**src/include/mtp_pkg.sv**
```systemverilog
// Shared types and constants for the memory type policy block.
package mtp_pkg;

    // ==========================================
    // Memory type attribute carried with each access
    // ==========================================
    typedef enum logic [2:0] {
        strict_uncached_type    = 3'h0,
        cache_disabled_type     = 3'h1,
        write_combining_type    = 3'h2,
        coherent_combining_type = 3'h3,
        write_protect_type      = 3'h4,
        writethrough_type       = 3'h5,
        writeback_type          = 3'h6
    } mtp_mtype_t;

    // Access kinds from the pipeline; code 3 is illegal and handled as a non-store data read without the load-only pass and merge
    typedef enum logic [1:0] {
        acc_fetch = 2'h0,
        acc_load  = 2'h1,
        acc_store = 2'h2
    } mtp_kind_t;

    // Per-access sequencer, one-hot
    typedef enum logic [4:0] {
        st_idle  = 5'h01,
        st_drain = 5'h02,
        st_evict = 5'h04,
        st_snoop = 5'h08,
        st_done  = 5'h10
    } mtp_state_t;

    // ==========================================
    // Address geometry
    // ==========================================
    localparam int ADDR_W = 32;
    localparam int LINE_SHIFT = 6;
    localparam int PAGE_SHIFT = 12;
    localparam int PAGE_SIZE_KB = 4;
    localparam int PAGE_W = ADDR_W - PAGE_SHIFT;
    localparam int LINE_W = ADDR_W - LINE_SHIFT;
    localparam logic [PAGE_W-1:0] PAGE_ONE = 20'h00001;
    localparam logic [LINE_SHIFT-1:0] LINE_ZERO = 6'h00;

    // ==========================================
    // Values after reset
    // ==========================================
    localparam logic RST_READY = 1'b1;
    localparam logic RST_FLAG = 1'b0;
    localparam logic [PAGE_W-1:0] RST_PAGE = 20'h00000;
    localparam logic [LINE_W-1:0] RST_LINE = 26'h0000000;
    localparam logic [ADDR_W-1:0] RST_ADDR = 32'h00000000;

    // Types whose lines may live in the caches
    function automatic logic mtp_cacheable(input mtp_mtype_t t);
        mtp_cacheable = (t == write_protect_type) || (t == writethrough_type) || (t == writeback_type);
    endfunction

endpackage

```
**src/rtl/mtp_type_resolve.sv**
```systemverilog
// Effective memory type from the table type, conflicts and the global disable bit.
module mtp_type_resolve (
    input wire mtp_pkg::mtp_mtype_t page_type,
    input wire logic type_conflict,
    input wire logic global_cache_disable_bit,
    input wire logic caches_stale,
    output mtp_pkg::mtp_mtype_t eff_type
);
    import mtp_pkg::*;

    mtp_mtype_t base_type;

    // ==========================================
    // Legalise the incoming code
    // ==========================================
    // Unknown codes fall back to the safest, fully ordered type
    always_comb begin
        unique case (page_type)
            strict_uncached_type, cache_disabled_type, write_combining_type,
            coherent_combining_type, write_protect_type, writethrough_type,
            writeback_type: base_type = page_type;
            default: base_type = strict_uncached_type;
        endcase
    end

    // ==========================================
    // Inferred cache-disabled and strict uncached cases
    // ==========================================
    always_comb begin
        eff_type = base_type;
        if (type_conflict) begin
            eff_type = cache_disabled_type;
        end else if (global_cache_disable_bit && mtp_cacheable(base_type)) begin
            // Once flushed nothing can hit, so plain uncached is exact
            eff_type = caches_stale ? cache_disabled_type : strict_uncached_type;
        end
    end

endmodule

```
**src/rtl/mtp_policy.sv**
```systemverilog
// Per-access caching and ordering policy decided from the memory type.
//
// Functional notes
// - Strict uncached: never cached, never speculative, never write combined.
// - Strict uncached access waits until store and combining buffers drain.
// - Speculation-capable loads may pass non-conflicting strict uncached accesses.
// - Disable bit set with unflushed caches turns cacheable regions cache-disabled.
// - Conflicting page and range types infer the cache-disabled type.
// - Cache-disabled data hit: write back, invalidate, then go to memory.
// - Cache-disabled fetch: hits served from cache, misses never replace lines.
// - Cache-disabled write hitting instruction cache invalidates that line.
// - Write combining: uncached, speculative reads, writes merged in buffers.
// - Write combining reads merge within a line, never across a barrier.
// - Coherent combining: combine like write combining, snoop every cache.
// - Write protect: reads allocate; writes go to memory, hits invalidate.
// - Writethrough: reads allocate; writes hit update line, misses no allocate.
// - Writeback: read miss allocates a line, speculative reads allowed.
// - Writeback: writes mark lines modified, memory written only on writeback.
// - Combining buffers are separate from the ordinary store buffers.
// - Uncached fetch reads a naturally aligned block of at most one line.
// - Branch targets in uncached memory are fetched only non-speculatively.
// - Speculative sequential fetch never passes from cacheable into uncached.
// - Speculative sequential fetch crosses at most one 4KB page boundary.
module mtp_policy (
    input wire logic clk_sys,
    input wire logic reset_n,
    input wire logic acc_valid,
    input wire mtp_pkg::mtp_kind_t acc_kind,
    input wire logic [mtp_pkg::ADDR_W-1:0] acc_addr,
    input wire logic acc_spec,
    input wire logic acc_seq,
    input wire logic acc_branch_tgt,
    input wire logic acc_hit_dc,
    input wire logic acc_hit_ic,
    input wire logic acc_hit_sys,
    input wire mtp_pkg::mtp_mtype_t page_type,
    input wire logic type_conflict,
    input wire logic global_cache_disable_bit,
    input wire logic cache_inval_done,
    input wire logic barrier,
    input wire logic sb_empty,
    input wire logic wcb_empty,
    input wire logic evict_done,
    input wire logic snoop_done,
    output logic acc_ready_ff,
    output logic drain_req_ff,
    output logic evict_req_ff,
    output logic snoop_req_ff,
    output logic dec_valid_ff,
    output mtp_pkg::mtp_mtype_t dec_type_ff,
    output mtp_pkg::mtp_kind_t dec_kind_ff,
    output logic dec_refuse_ff,
    output logic dec_cacheable_ff,
    output logic dec_allocate_ff,
    output logic dec_spec_ok_ff,
    output logic dec_pass_uc_ok_ff,
    output logic dec_use_wcbuf_ff,
    output logic dec_store_buf_ff,
    output logic dec_read_merge_ff,
    output logic dec_line_update_ff,
    output logic dec_mark_mod_ff,
    output logic dec_line_inval_ff,
    output logic dec_ic_inval_ff,
    output logic dec_mem_write_ff,
    output logic dec_from_icache_ff,
    output logic dec_no_replace_ff,
    output logic [mtp_pkg::ADDR_W-1:0] dec_fetch_base_ff
);
    import mtp_pkg::*;

    mtp_mtype_t eff_type;
    mtp_state_t state_ff;
    mtp_state_t nxt_state;
    logic take, is_fetch, is_store, own_hit, cacheable_t, spec_t, combine_t;
    logic br_refuse, seq_refuse, page_refuse, spec_data_refuse, refuse_now, ok;
    logic need_drain, need_evict, need_snoop, wc_merge;
    logic [PAGE_W-1:0] cur_page;
    logic [LINE_W-1:0] cur_line;
    logic cd_bit_q_ff;
    logic stale_ff;
    logic [PAGE_W-1:0] anchor_page_ff;
    logic anchor_vld_ff;
    logic last_fetch_cach_ff;
    logic [LINE_W-1:0] wc_line_ff;
    logic wc_line_vld_ff;

    // ==========================================
    // Type resolution
    // ==========================================
    // resolved type attribute
    mtp_type_resolve u_resolve (
        .page_type(page_type),
        .type_conflict(type_conflict),
        .global_cache_disable_bit(global_cache_disable_bit),
        .caches_stale(stale_ff),
        .eff_type(eff_type)
    );

    // Stale-cache tracking; a rise in the same cycle as a flush wins
    always_ff @(posedge clk_sys) begin
        if (!reset_n) begin
            cd_bit_q_ff <= RST_FLAG;
            stale_ff <= RST_FLAG;
        end else begin
            cd_bit_q_ff <= global_cache_disable_bit;
            if (global_cache_disable_bit && !cd_bit_q_ff) begin
                stale_ff <= 1'b1;
            end else if (cache_inval_done) begin
                stale_ff <= 1'b0;
            end
        end
    end

    // ==========================================
    // Access classification
    // ==========================================
    assign take = acc_valid && acc_ready_ff;
    assign is_fetch = (acc_kind == acc_fetch);
    assign is_store = (acc_kind == acc_store);
    assign own_hit = is_fetch ? acc_hit_ic : acc_hit_dc;
    assign cacheable_t = mtp_cacheable(eff_type);
    assign combine_t = (eff_type == write_combining_type) || (eff_type == coherent_combining_type);
    assign spec_t = cacheable_t || (eff_type == write_combining_type);
    assign cur_page = acc_addr[ADDR_W-1:PAGE_SHIFT];
    assign cur_line = acc_addr[ADDR_W-1:LINE_SHIFT];

    // Speculation limits on the fetch stream and on uncached data accesses
    // branch target refused
    assign br_refuse = is_fetch && acc_spec && acc_branch_tgt && !cacheable_t;
    assign seq_refuse = is_fetch && acc_spec && acc_seq && last_fetch_cach_ff && !cacheable_t;
    assign page_refuse = is_fetch && acc_spec && acc_seq && anchor_vld_ff
        && (cur_page != anchor_page_ff) && (cur_page != (anchor_page_ff + PAGE_ONE));
    assign spec_data_refuse = !is_fetch && acc_spec
        && ((eff_type == strict_uncached_type) || (eff_type == cache_disabled_type));
    assign refuse_now = br_refuse || seq_refuse || page_refuse || spec_data_refuse;
    assign ok = !refuse_now;

    assign need_drain = ok && (eff_type == strict_uncached_type);
    assign need_evict = ok && !is_fetch && (eff_type == cache_disabled_type) && (acc_hit_dc || acc_hit_sys);
    assign need_snoop = ok && (eff_type == coherent_combining_type);
    assign wc_merge = ok && (acc_kind == acc_load) && (eff_type == write_combining_type)
        && wc_line_vld_ff && (wc_line_ff == cur_line) && !barrier;

    // ==========================================
    // Sequencer
    // ==========================================
    always_comb begin
        nxt_state = state_ff;
        unique case (state_ff)
            st_idle: begin
                if (take) begin
                    if (need_drain) begin
                        nxt_state = st_drain;
                    end else if (need_evict) begin
                        nxt_state = st_evict;
                    end else if (need_snoop) begin
                        nxt_state = st_snoop;
                    end else begin
                        nxt_state = st_done;
                    end
                end
            end
            st_drain: begin
                if (sb_empty && wcb_empty) begin
                    nxt_state = st_done;
                end
            end
            st_evict: begin
                if (evict_done) begin
                    nxt_state = st_done;
                end
            end
            st_snoop: begin
                if (snoop_done) begin
                    nxt_state = st_done;
                end
            end
            st_done: nxt_state = st_idle;
            // A corrupted one-hot code recovers to idle
            default: nxt_state = st_idle;
        endcase
    end

    always_ff @(posedge clk_sys) begin
        if (!reset_n) begin
            state_ff <= st_idle;
        end else begin
            state_ff <= nxt_state;
        end
    end

    // Handshake and side requests registered from the next state; dec_valid_ff from the current state
    always_ff @(posedge clk_sys) begin
        if (!reset_n) begin
            acc_ready_ff <= RST_READY;
            drain_req_ff <= RST_FLAG;
            evict_req_ff <= RST_FLAG;
            snoop_req_ff <= RST_FLAG;
            dec_valid_ff <= RST_FLAG;
        end else begin
            acc_ready_ff <= (nxt_state == st_idle);
            drain_req_ff <= (nxt_state == st_drain);
            evict_req_ff <= (nxt_state == st_evict);
            snoop_req_ff <= (nxt_state == st_snoop);
            dec_valid_ff <= (state_ff == st_done);
        end
    end

    // ==========================================
    // Policy decision, captured at acceptance
    // ==========================================
    // Held until the next acceptance so the answer can be read late
    always_ff @(posedge clk_sys) begin
        if (!reset_n) begin
            dec_type_ff <= strict_uncached_type;
            dec_kind_ff <= acc_fetch;
            dec_refuse_ff <= RST_FLAG;
            dec_cacheable_ff <= RST_FLAG;
            dec_allocate_ff <= RST_FLAG;
            dec_spec_ok_ff <= RST_FLAG;
            dec_pass_uc_ok_ff <= RST_FLAG;
            dec_use_wcbuf_ff <= RST_FLAG;
            dec_store_buf_ff <= RST_FLAG;
            dec_read_merge_ff <= RST_FLAG;
            dec_line_update_ff <= RST_FLAG;
            dec_mark_mod_ff <= RST_FLAG;
            dec_line_inval_ff <= RST_FLAG;
            dec_ic_inval_ff <= RST_FLAG;
            dec_mem_write_ff <= RST_FLAG;
            dec_from_icache_ff <= RST_FLAG;
            dec_no_replace_ff <= RST_FLAG;
            dec_fetch_base_ff <= RST_ADDR;
        end else if (take) begin
            dec_type_ff <= eff_type;
            dec_kind_ff <= acc_kind;
            dec_refuse_ff <= refuse_now;
            dec_cacheable_ff <= ok && (is_store ? (eff_type == writethrough_type
                || eff_type == writeback_type) : cacheable_t);
            // read miss allocates; write miss only for writeback
            dec_allocate_ff <= ok && !own_hit && (is_store ? (eff_type == writeback_type) : cacheable_t);
            dec_spec_ok_ff <= ok && !is_store && spec_t;
            dec_pass_uc_ok_ff <= ok && (acc_kind == acc_load) && spec_t;
            dec_use_wcbuf_ff <= ok && is_store && combine_t;
            dec_store_buf_ff <= ok && is_store && cacheable_t;
            dec_read_merge_ff <= wc_merge;
            dec_line_update_ff <= ok && is_store && own_hit
                && (eff_type == writethrough_type || eff_type == writeback_type);
            dec_mark_mod_ff <= ok && is_store && (eff_type == writeback_type);
            dec_line_inval_ff <= ok && is_store && own_hit && (eff_type == write_protect_type);
            dec_ic_inval_ff <= ok && is_store && (eff_type == cache_disabled_type) && acc_hit_ic;
            dec_mem_write_ff <= ok && is_store && (eff_type != writeback_type);
            dec_from_icache_ff <= ok && is_fetch && (eff_type == cache_disabled_type) && acc_hit_ic;
            dec_no_replace_ff <= ok && is_fetch && (eff_type == cache_disabled_type);
            dec_fetch_base_ff <= (is_fetch && !cacheable_t) ? {cur_line, LINE_ZERO} : acc_addr;
        end
    end

    // ==========================================
    // Fetch stream history
    // ==========================================
    // Anchor moves on demand or redirected fetches only
    always_ff @(posedge clk_sys) begin
        if (!reset_n) begin
            anchor_page_ff <= RST_PAGE;
            anchor_vld_ff <= RST_FLAG;
            last_fetch_cach_ff <= RST_FLAG;
        end else if (take && is_fetch && ok) begin
            last_fetch_cach_ff <= cacheable_t;
            if (!acc_spec || !acc_seq) begin
                anchor_page_ff <= cur_page;
                anchor_vld_ff <= 1'b1;
            end
        end
    end

    // Open combining read line; a new read beats a barrier clear
    always_ff @(posedge clk_sys) begin
        if (!reset_n) begin
            wc_line_ff <= RST_LINE;
            wc_line_vld_ff <= RST_FLAG;
        end else if (take && ok && (acc_kind == acc_load) && (eff_type == write_combining_type)) begin
            wc_line_ff <= cur_line;
            wc_line_vld_ff <= 1'b1;
        end else if (barrier) begin
            wc_line_vld_ff <= 1'b0;
        end
    end
endmodule

```
**config.mk**
```make
export PLATFORM = sky130hd
export DESIGN_NAME = mtp_policy
export DESIGN_NICKNAME = d
export VERILOG_FILES = /design/src/include/mtp_pkg.sv /design/src/rtl/mtp_type_resolve.sv /design/src/rtl/mtp_policy.sv
export SDC_FILE = /design/constraint.sdc
export NUM_CORES = 1
export LEC_CHECK = 0
export BUFFER_PORTS_ARGS = -buffer_cell sky130_fd_sc_hd__buf_2
export CAP_MARGIN = 20
export CORE_AREA = 2 2 100 102
export CTS_BUF_LIST = sky130_fd_sc_hd__clkbuf_4 sky130_fd_sc_hd__clkbuf_8
export CTS_CLUSTER_DIAMETER = 100
export DETAILED_ROUTE_END_ITERATION = 7
export DIE_AREA = 0 0 102 104
export PLACE_DENSITY = 0.81
export SETUP_SLACK_MARGIN = 0.15
export SYNTH_ARGS = -nofsm -noshare
export SYNTH_HDL_FRONTEND = slang
export SYNTH_SLANG_ARGS = --single-unit
```
**constraint.sdc**
```tcl
create_clock -name clk_sys -period 4.15 [get_ports clk_sys]
set_clock_uncertainty 0.1 [all_clocks]
set_input_delay 0.415 -clock clk_sys [delete_from_list [all_inputs] [get_ports clk_sys]]
set_output_delay 0.415 -clock clk_sys [all_outputs]
set_load 0.01 [all_outputs]
```
* Word level (Yosys, flattened, before mapping)
Cells that the tools add are included.
Word-level totals: flip-flop bits (word level) 113, input bits 54
Cells by class: add/subtract/negate cells 1, equal/unequal tests 30, muxes and demuxes 20, reduce and logical (&&, ||, !) cells 79
Operators with widths (count):
- logical AND 1 bit | 50
- != test 20 bit | 2
- two-way mux 5 bit | 7
- == test 3 bit, second input constant | 9
- == test 26 bit | 1
- adder 20 x 1 -> 20 bit, second input constant | 1
- case mux 5 bit (4 select lines) | 1
- logical OR 1 bit | 13
- == test 3 x 2 -> 1 bit, second input constant | 4
- == test 5 x 1 -> 1 bit, second input constant | 2
- == test 5 x 2 -> 1 bit, second input constant | 2
- == test 5 x 3 -> 1 bit, second input constant | 2
- == test 5 x 4 -> 1 bit, second input constant | 2
- zero test 1 bit | 9
- two-way mux 3 bit | 3
- two-way mux 1 bit | 8
- OR reduction 7 bit | 1
- == test 3 x 1 -> 1 bit, second input constant | 2
- zero test 3 bit | 2
- two-way mux 6 bit | 1
- == test 5 bit, second input constant | 1
- nonzero test 2 bit | 2
- != test 3 bit, second input constant | 1
- == test 2 x 1 -> 1 bit, second input constant | 1
- other kinds (3) | 3

* Depth between registers and ports, before layout
depth in word-level cells 26, mapped depth 11, gate-level depth less buffers 9

* By module
From an unflattened synthesis, not the netlist that was laid out.
Unflattened totals: cells, all modules 668, area total of the unflattened synthesis 5651.7 um2
Modules (own cells, without submodules):
- mtp_policy | instances 1, cells an instance 659, area an instance 5601.6 um2
- mtp_type_resolve | instances 1, cells an instance 9, area an instance 50.0 um2

* Least setup slack after synthesis
No wires, ideal clock.
kind reg2reg, from reg anchor_page_ff[1], to reg dec_spec_ok_ff, setup time 0.097 ns, arrival time 2.727 ns, data required time 3.953 ns, setup slack 1.226 ns, cell stages (with the launch flop) 11, path buffers 1, period minus slack after synthesis 2.924 ns, cell sequence dfxtp_1 ha_1 and3_1 nand4_1 mux2i_1 a211o_1 nor4_1 a41oi_2 or2_1 buf_6 o41ai_4
Between the ends: cells in the longest elaborated chain, start to end 8, elaborated cells on any way between the ends 10, those cells by class add/sub (1); eq/ne (2); reduce/logical (7)
Ends and longest elaborated chain:
- from (decl) | line mtp_policy.sv:81 | logic [PAGE_W-1:0] anchor_page_ff;
- from (signal assigned) | line mtp_policy.sv:270 | anchor_page_ff <= cur_page;
- adder 20 x 1 -> 20 bit / != test 20 bit (equally long branches) | line mtp_policy.sv:132 | && (cur_page != anchor_page_ff) && (cur_page != (anchor_page_ff + PAGE_ONE));
- != test 20 bit / logical AND 1 bit (equally long branches) | line mtp_policy.sv:132
- logical AND 1 bit (*) | line mtp_policy.sv:132
- logical OR 1 bit (*) (2 in series) | line mtp_policy.sv:135 | assign refuse_now = br_refuse || seq_refuse || page_refuse || spec_data_refuse;
- zero test 1 bit (*) | line mtp_policy.sv:136 | assign ok = !refuse_now;
- logical AND 1 bit (*) (2 in series) | line mtp_policy.sv:241 | dec_spec_ok_ff <= ok && !is_store && spec_t;
- to (signal assigned) | line mtp_policy.sv:241
- to (decl) | line mtp_policy.sv:55 | output logic dec_spec_ok_ff,
Every way passes the cells marked *; elsewhere a longest branch is shown, timed or not. A chain may end at the register's enable or synchronous reset.

* Final worst setup path
from reg anchor_page_ff[0], to reg dec_spec_ok_ff
Same word-level chain as after synthesis.

==> summary.md <==
| Metric | Value |
|---|---|
| Met3 WL | `960 um` |
| Mapped Area | `5321 um^2` |
| Filler instances | `812` |
| Syn. warnings | `0` |
| Minimum clock period | `3.440 ns` |
| Detailed Route WL | `14,640 um` |
| Switching part of the total | `26.01%` |
| Dpl cell area | `5891 um^2` |
| H-tree depth | `4` |
| Post-route cell area | `6310 um^2` |
| Die Height | `104 um` |
| Peak VDD IR | `0.0002774 V` |
| Die area | `10,610 um^2` |
| Worst min-delay path category | `in -> reg` |
| Post-synthesis xor/xnor area fraction | `9.052%` |
| Rows | `36` |
| TritonCTS clock tree | `built` |
| Number of global-route vias before repair | `5,074` |
| Gr usage total | `28.61%` |
| CP arrival | `3.69 ns` |
| Status | `finished, final reports clean` |
| Combinational Power Share | `11.4%` |
| Least-Margin Pin Slew | `1.027 ns` |
| I/O Buffers | `110` |
| Post_cts resized | `0` |
| Clock group share of total power | `43.4%` |
| Metal2 WL | `7260 um` |
| Top layer in use | `met4` |
| Fmax | `290.7 MHz` |
| Met1 wire length | `6135 um` |
| Leakage power | `2.484 nW` |
| Synth cell types | `57` |
| Post-synth top flop | `dfxtp_1` |
| Routed Antenna Nets | `0` |
| Post-Syn Instances | `680` |
| Final-report max-slew violation count | `0` |
| First-pass GRT wire length | `24,100 um` |
| Simple-gate share of the synthesized area | `24.95%` |
| Clock latency on the worst-skew pair | `0.44 ns` |
| Width of the die | `102 um` |
| Number of synthesized flops with an enable pin | `0` |
| Async SR Flop Fraction | `0%` |
| Setup ws final | `0.7096 ns` |
| Sequential Power Share | `45.2%` |
| Antenna violations before repair | `0` |
| Fin Setup TNS | `0 ns` |
| Routed WL per cell | `16.04 um` |
| N_diodes | `0` |
| Cell taking the most area after synthesis | `dfxtp_1` |
| CTS sink count | `113` |
| Fin nets | `823` |
| Int Pwr | `1.876 mW` |
| Mux cell area share after synthesis | `0.5643%` |
| Worst EP required | `4.40 ns` |
| WHS | `0.1108 ns` |
| Clock transition at the registers of the reported paths | `0.07 ns` |
| Layout cell share with drive strength beyond 1 | `19.87%` |
| Synthesis-stage register bit count | `113` |
| Syn nets | `735` |
| HPWL after detailed placement | `10,380 um` |
| Synth Area in Adders | `0.2351%` |
| Final count of hold timing violations | `0` |
| Final setup fails | `0` |
| Maxcap violations | `0` |
| Slew margin rel. | `31.54%` |
| Largest family of logic cells by synthesized area | `simple AND/OR/NAND/NOR gates` |
| Crit path kind | `reg -> reg` |
| Largest fanout on the critical path | `8` |
| Period utilisation layout | `82.90%` |
| Post-synth top area share | `42.51%` |
| Root Buffer | `clkbuf_8` |
| Core area | `9549 um^2` |
| Element type at the critical path end | `flip-flop` |
| Synth top area cells | `dfxtp_1 (43%), nand2_1 (13%), a21oi_1 (8.8%)` |
| Largest net degree at the start of global routing | `91` |
| Longest Clk Path Bufs | `2` |
| Seq/Total Area, Yosys | `42.51%` |
| Number of remaining DRC errors | `0` |
| Compound-cell area share of the yosys netlist | `18.43%` |
| Syn_area_per_cell | `7.826 um^2` |
| CP Launch Type | `flip-flop` |
| Routability congestion estimate | `0.9294` |
| Via count | `5,199` |
| Pre-antenna DRT Iters | `5` |
| Power Total | `2.535 mW` |
| Vias/cell | `5.694` |
| RSZ-0062 raised after global routing | `no` |
| Number of buffers created by CTS | `17` |
| Starting Density | `55.73%` |
| Hold buffers post-CTS | `0` |
| Post-CTS Setup Bufs | `0` |
| Pwr dens | `401.8 nW/um^2` |
| Total global routing overflow | `0` |
| I/O pin count | `111` |
| DR iter-0 viols | `328` |
| P_sw | `659.5 uW` |
| Dpl ws | `0.7574 ns` |
| Area grow syn2layout | `18.58%` |
==> power groups by stage <==
stage	registers (mW)	logic, mW	clock network, mW
after CTS	1.15	0.287	1.11
after floorplan	1.18	0.165	0
after detailed placement	1.17	0.285	0
final	1.15	0.288	1.10
after global routing	1.15	0.317	1.17
after global placement	1.17	0.279	0
==> per-layer routing <==
layer,up-vias,global-route usage [%]
met3,26,8.535
li1,2512,-
met1,2472,35.60
met5,-,0
met4,0,9.143
met2,189,47.13
==> state kept, by name, indices dropped and copies added, names as in the netlist, 2 cells and up <==
signal	count
dec_fetch_base_ff	32
wc_line_ff	26
anchor_page_ff	20
state_ff	5
dec_type_ff	3
dec_kind_ff	2
==> worst paths after layout <==
path / start / to / slack (ns) / depth (start not counted)
max: anchor_page_ff[0] / dec_spec_ok_ff / 0.71 / 9
min: acc_addr[1] / dec_fetch_base_ff[1] / 0.11 / 3
max reg2reg: anchor_page_ff[0] / dec_spec_ok_ff / 0.71 / 9
min reg2reg: dec_store_buf_ff / dec_store_buf_ff / 0.35 / 2
==> cell type report <==
cell class	instances	area, um^2	area share [%]
clock buffer	22	290.3	4.600
clock inverter	9	128.9	2.042
inverter	7	26.28	0.4164
multi-input combinational	512	2833	44.89
sequential	113	2262	35.85
tap	133	166.4	2.637
timing repair buffer	117	603.1	9.558
==> cells in the mapped netlist (3+ instances only) <==
cell type  instances
o21ai_0           13
o21bai_1           3
nand4_1           12
a22o_1             5
a21oi_1           94
a22oi_1            7
o41ai_1            3
nor4_1             9
dfxtp_1          113
nand3_1           13
nor2_1            22
and2_1             4
xnor2_1           29
inv_1              6
a32o_1             3
nand3b_1           3
nor3b_1            3
or3_1              7
o211ai_1           6
a31oi_1            5
a211o_1            3
nand2_1          178
xor2_1            26
nor2b_1            4
mux2i_1            3
nor3_1            17
buf_2              4
or2_1              3
clkbuf_1          40
o31ai_1            3
and3_1             5
==> critical path, stage by stage (launching register included) <==
cell and delay, ns:
dfxtp_1 0.47, ha_1 0.37, and3_1 0.24, nand4_1 0.35
mux2i_1 0.22, a211o_1 0.24, nor4_1 0.38, a41oi_2 0.26
or2_1 0.38, o41ai_4 0.35
==> through the flow <==
stage               util [%]  cells
floorplan                  -    680
global placement       61.69    882
detailed placement     61.69    882
CTS                    66.08    913
global route           66.08    913
finish                 66.08    913
==> cells by family after synthesis <==
family	count (synthesis)
AND/OR/NAND/NOR	293
flip-flops	113
AO/OA/AOI/OAI	160
multiplexers	3
adder cells (fa/ha/maj)	1
XOR/XNOR	55
buffers and inverters	55
==> layout by cell type (no fill, tap or decap), types with 4 or more instances in the layout <==
cell and n:
and3_1 5, o211ai_1 6, buf_2 110, nor3_1 17, or3_1 7, nor2b_1 4, a21oi_1 94, xnor2_1 29
a31oi_1 5, nand2_1 178, and2_1 4, nand4_1 12, a22o_1 5, nor2_1 22, nor4_1 9, dfxtp_1 113
buf_4 7, inv_1 6, o21ai_0 13, nand3_1 13, a22oi_1 7, xor2_1 26, clkbuf_8 20
No activity file was read; power rests on OpenSTA's default activity.
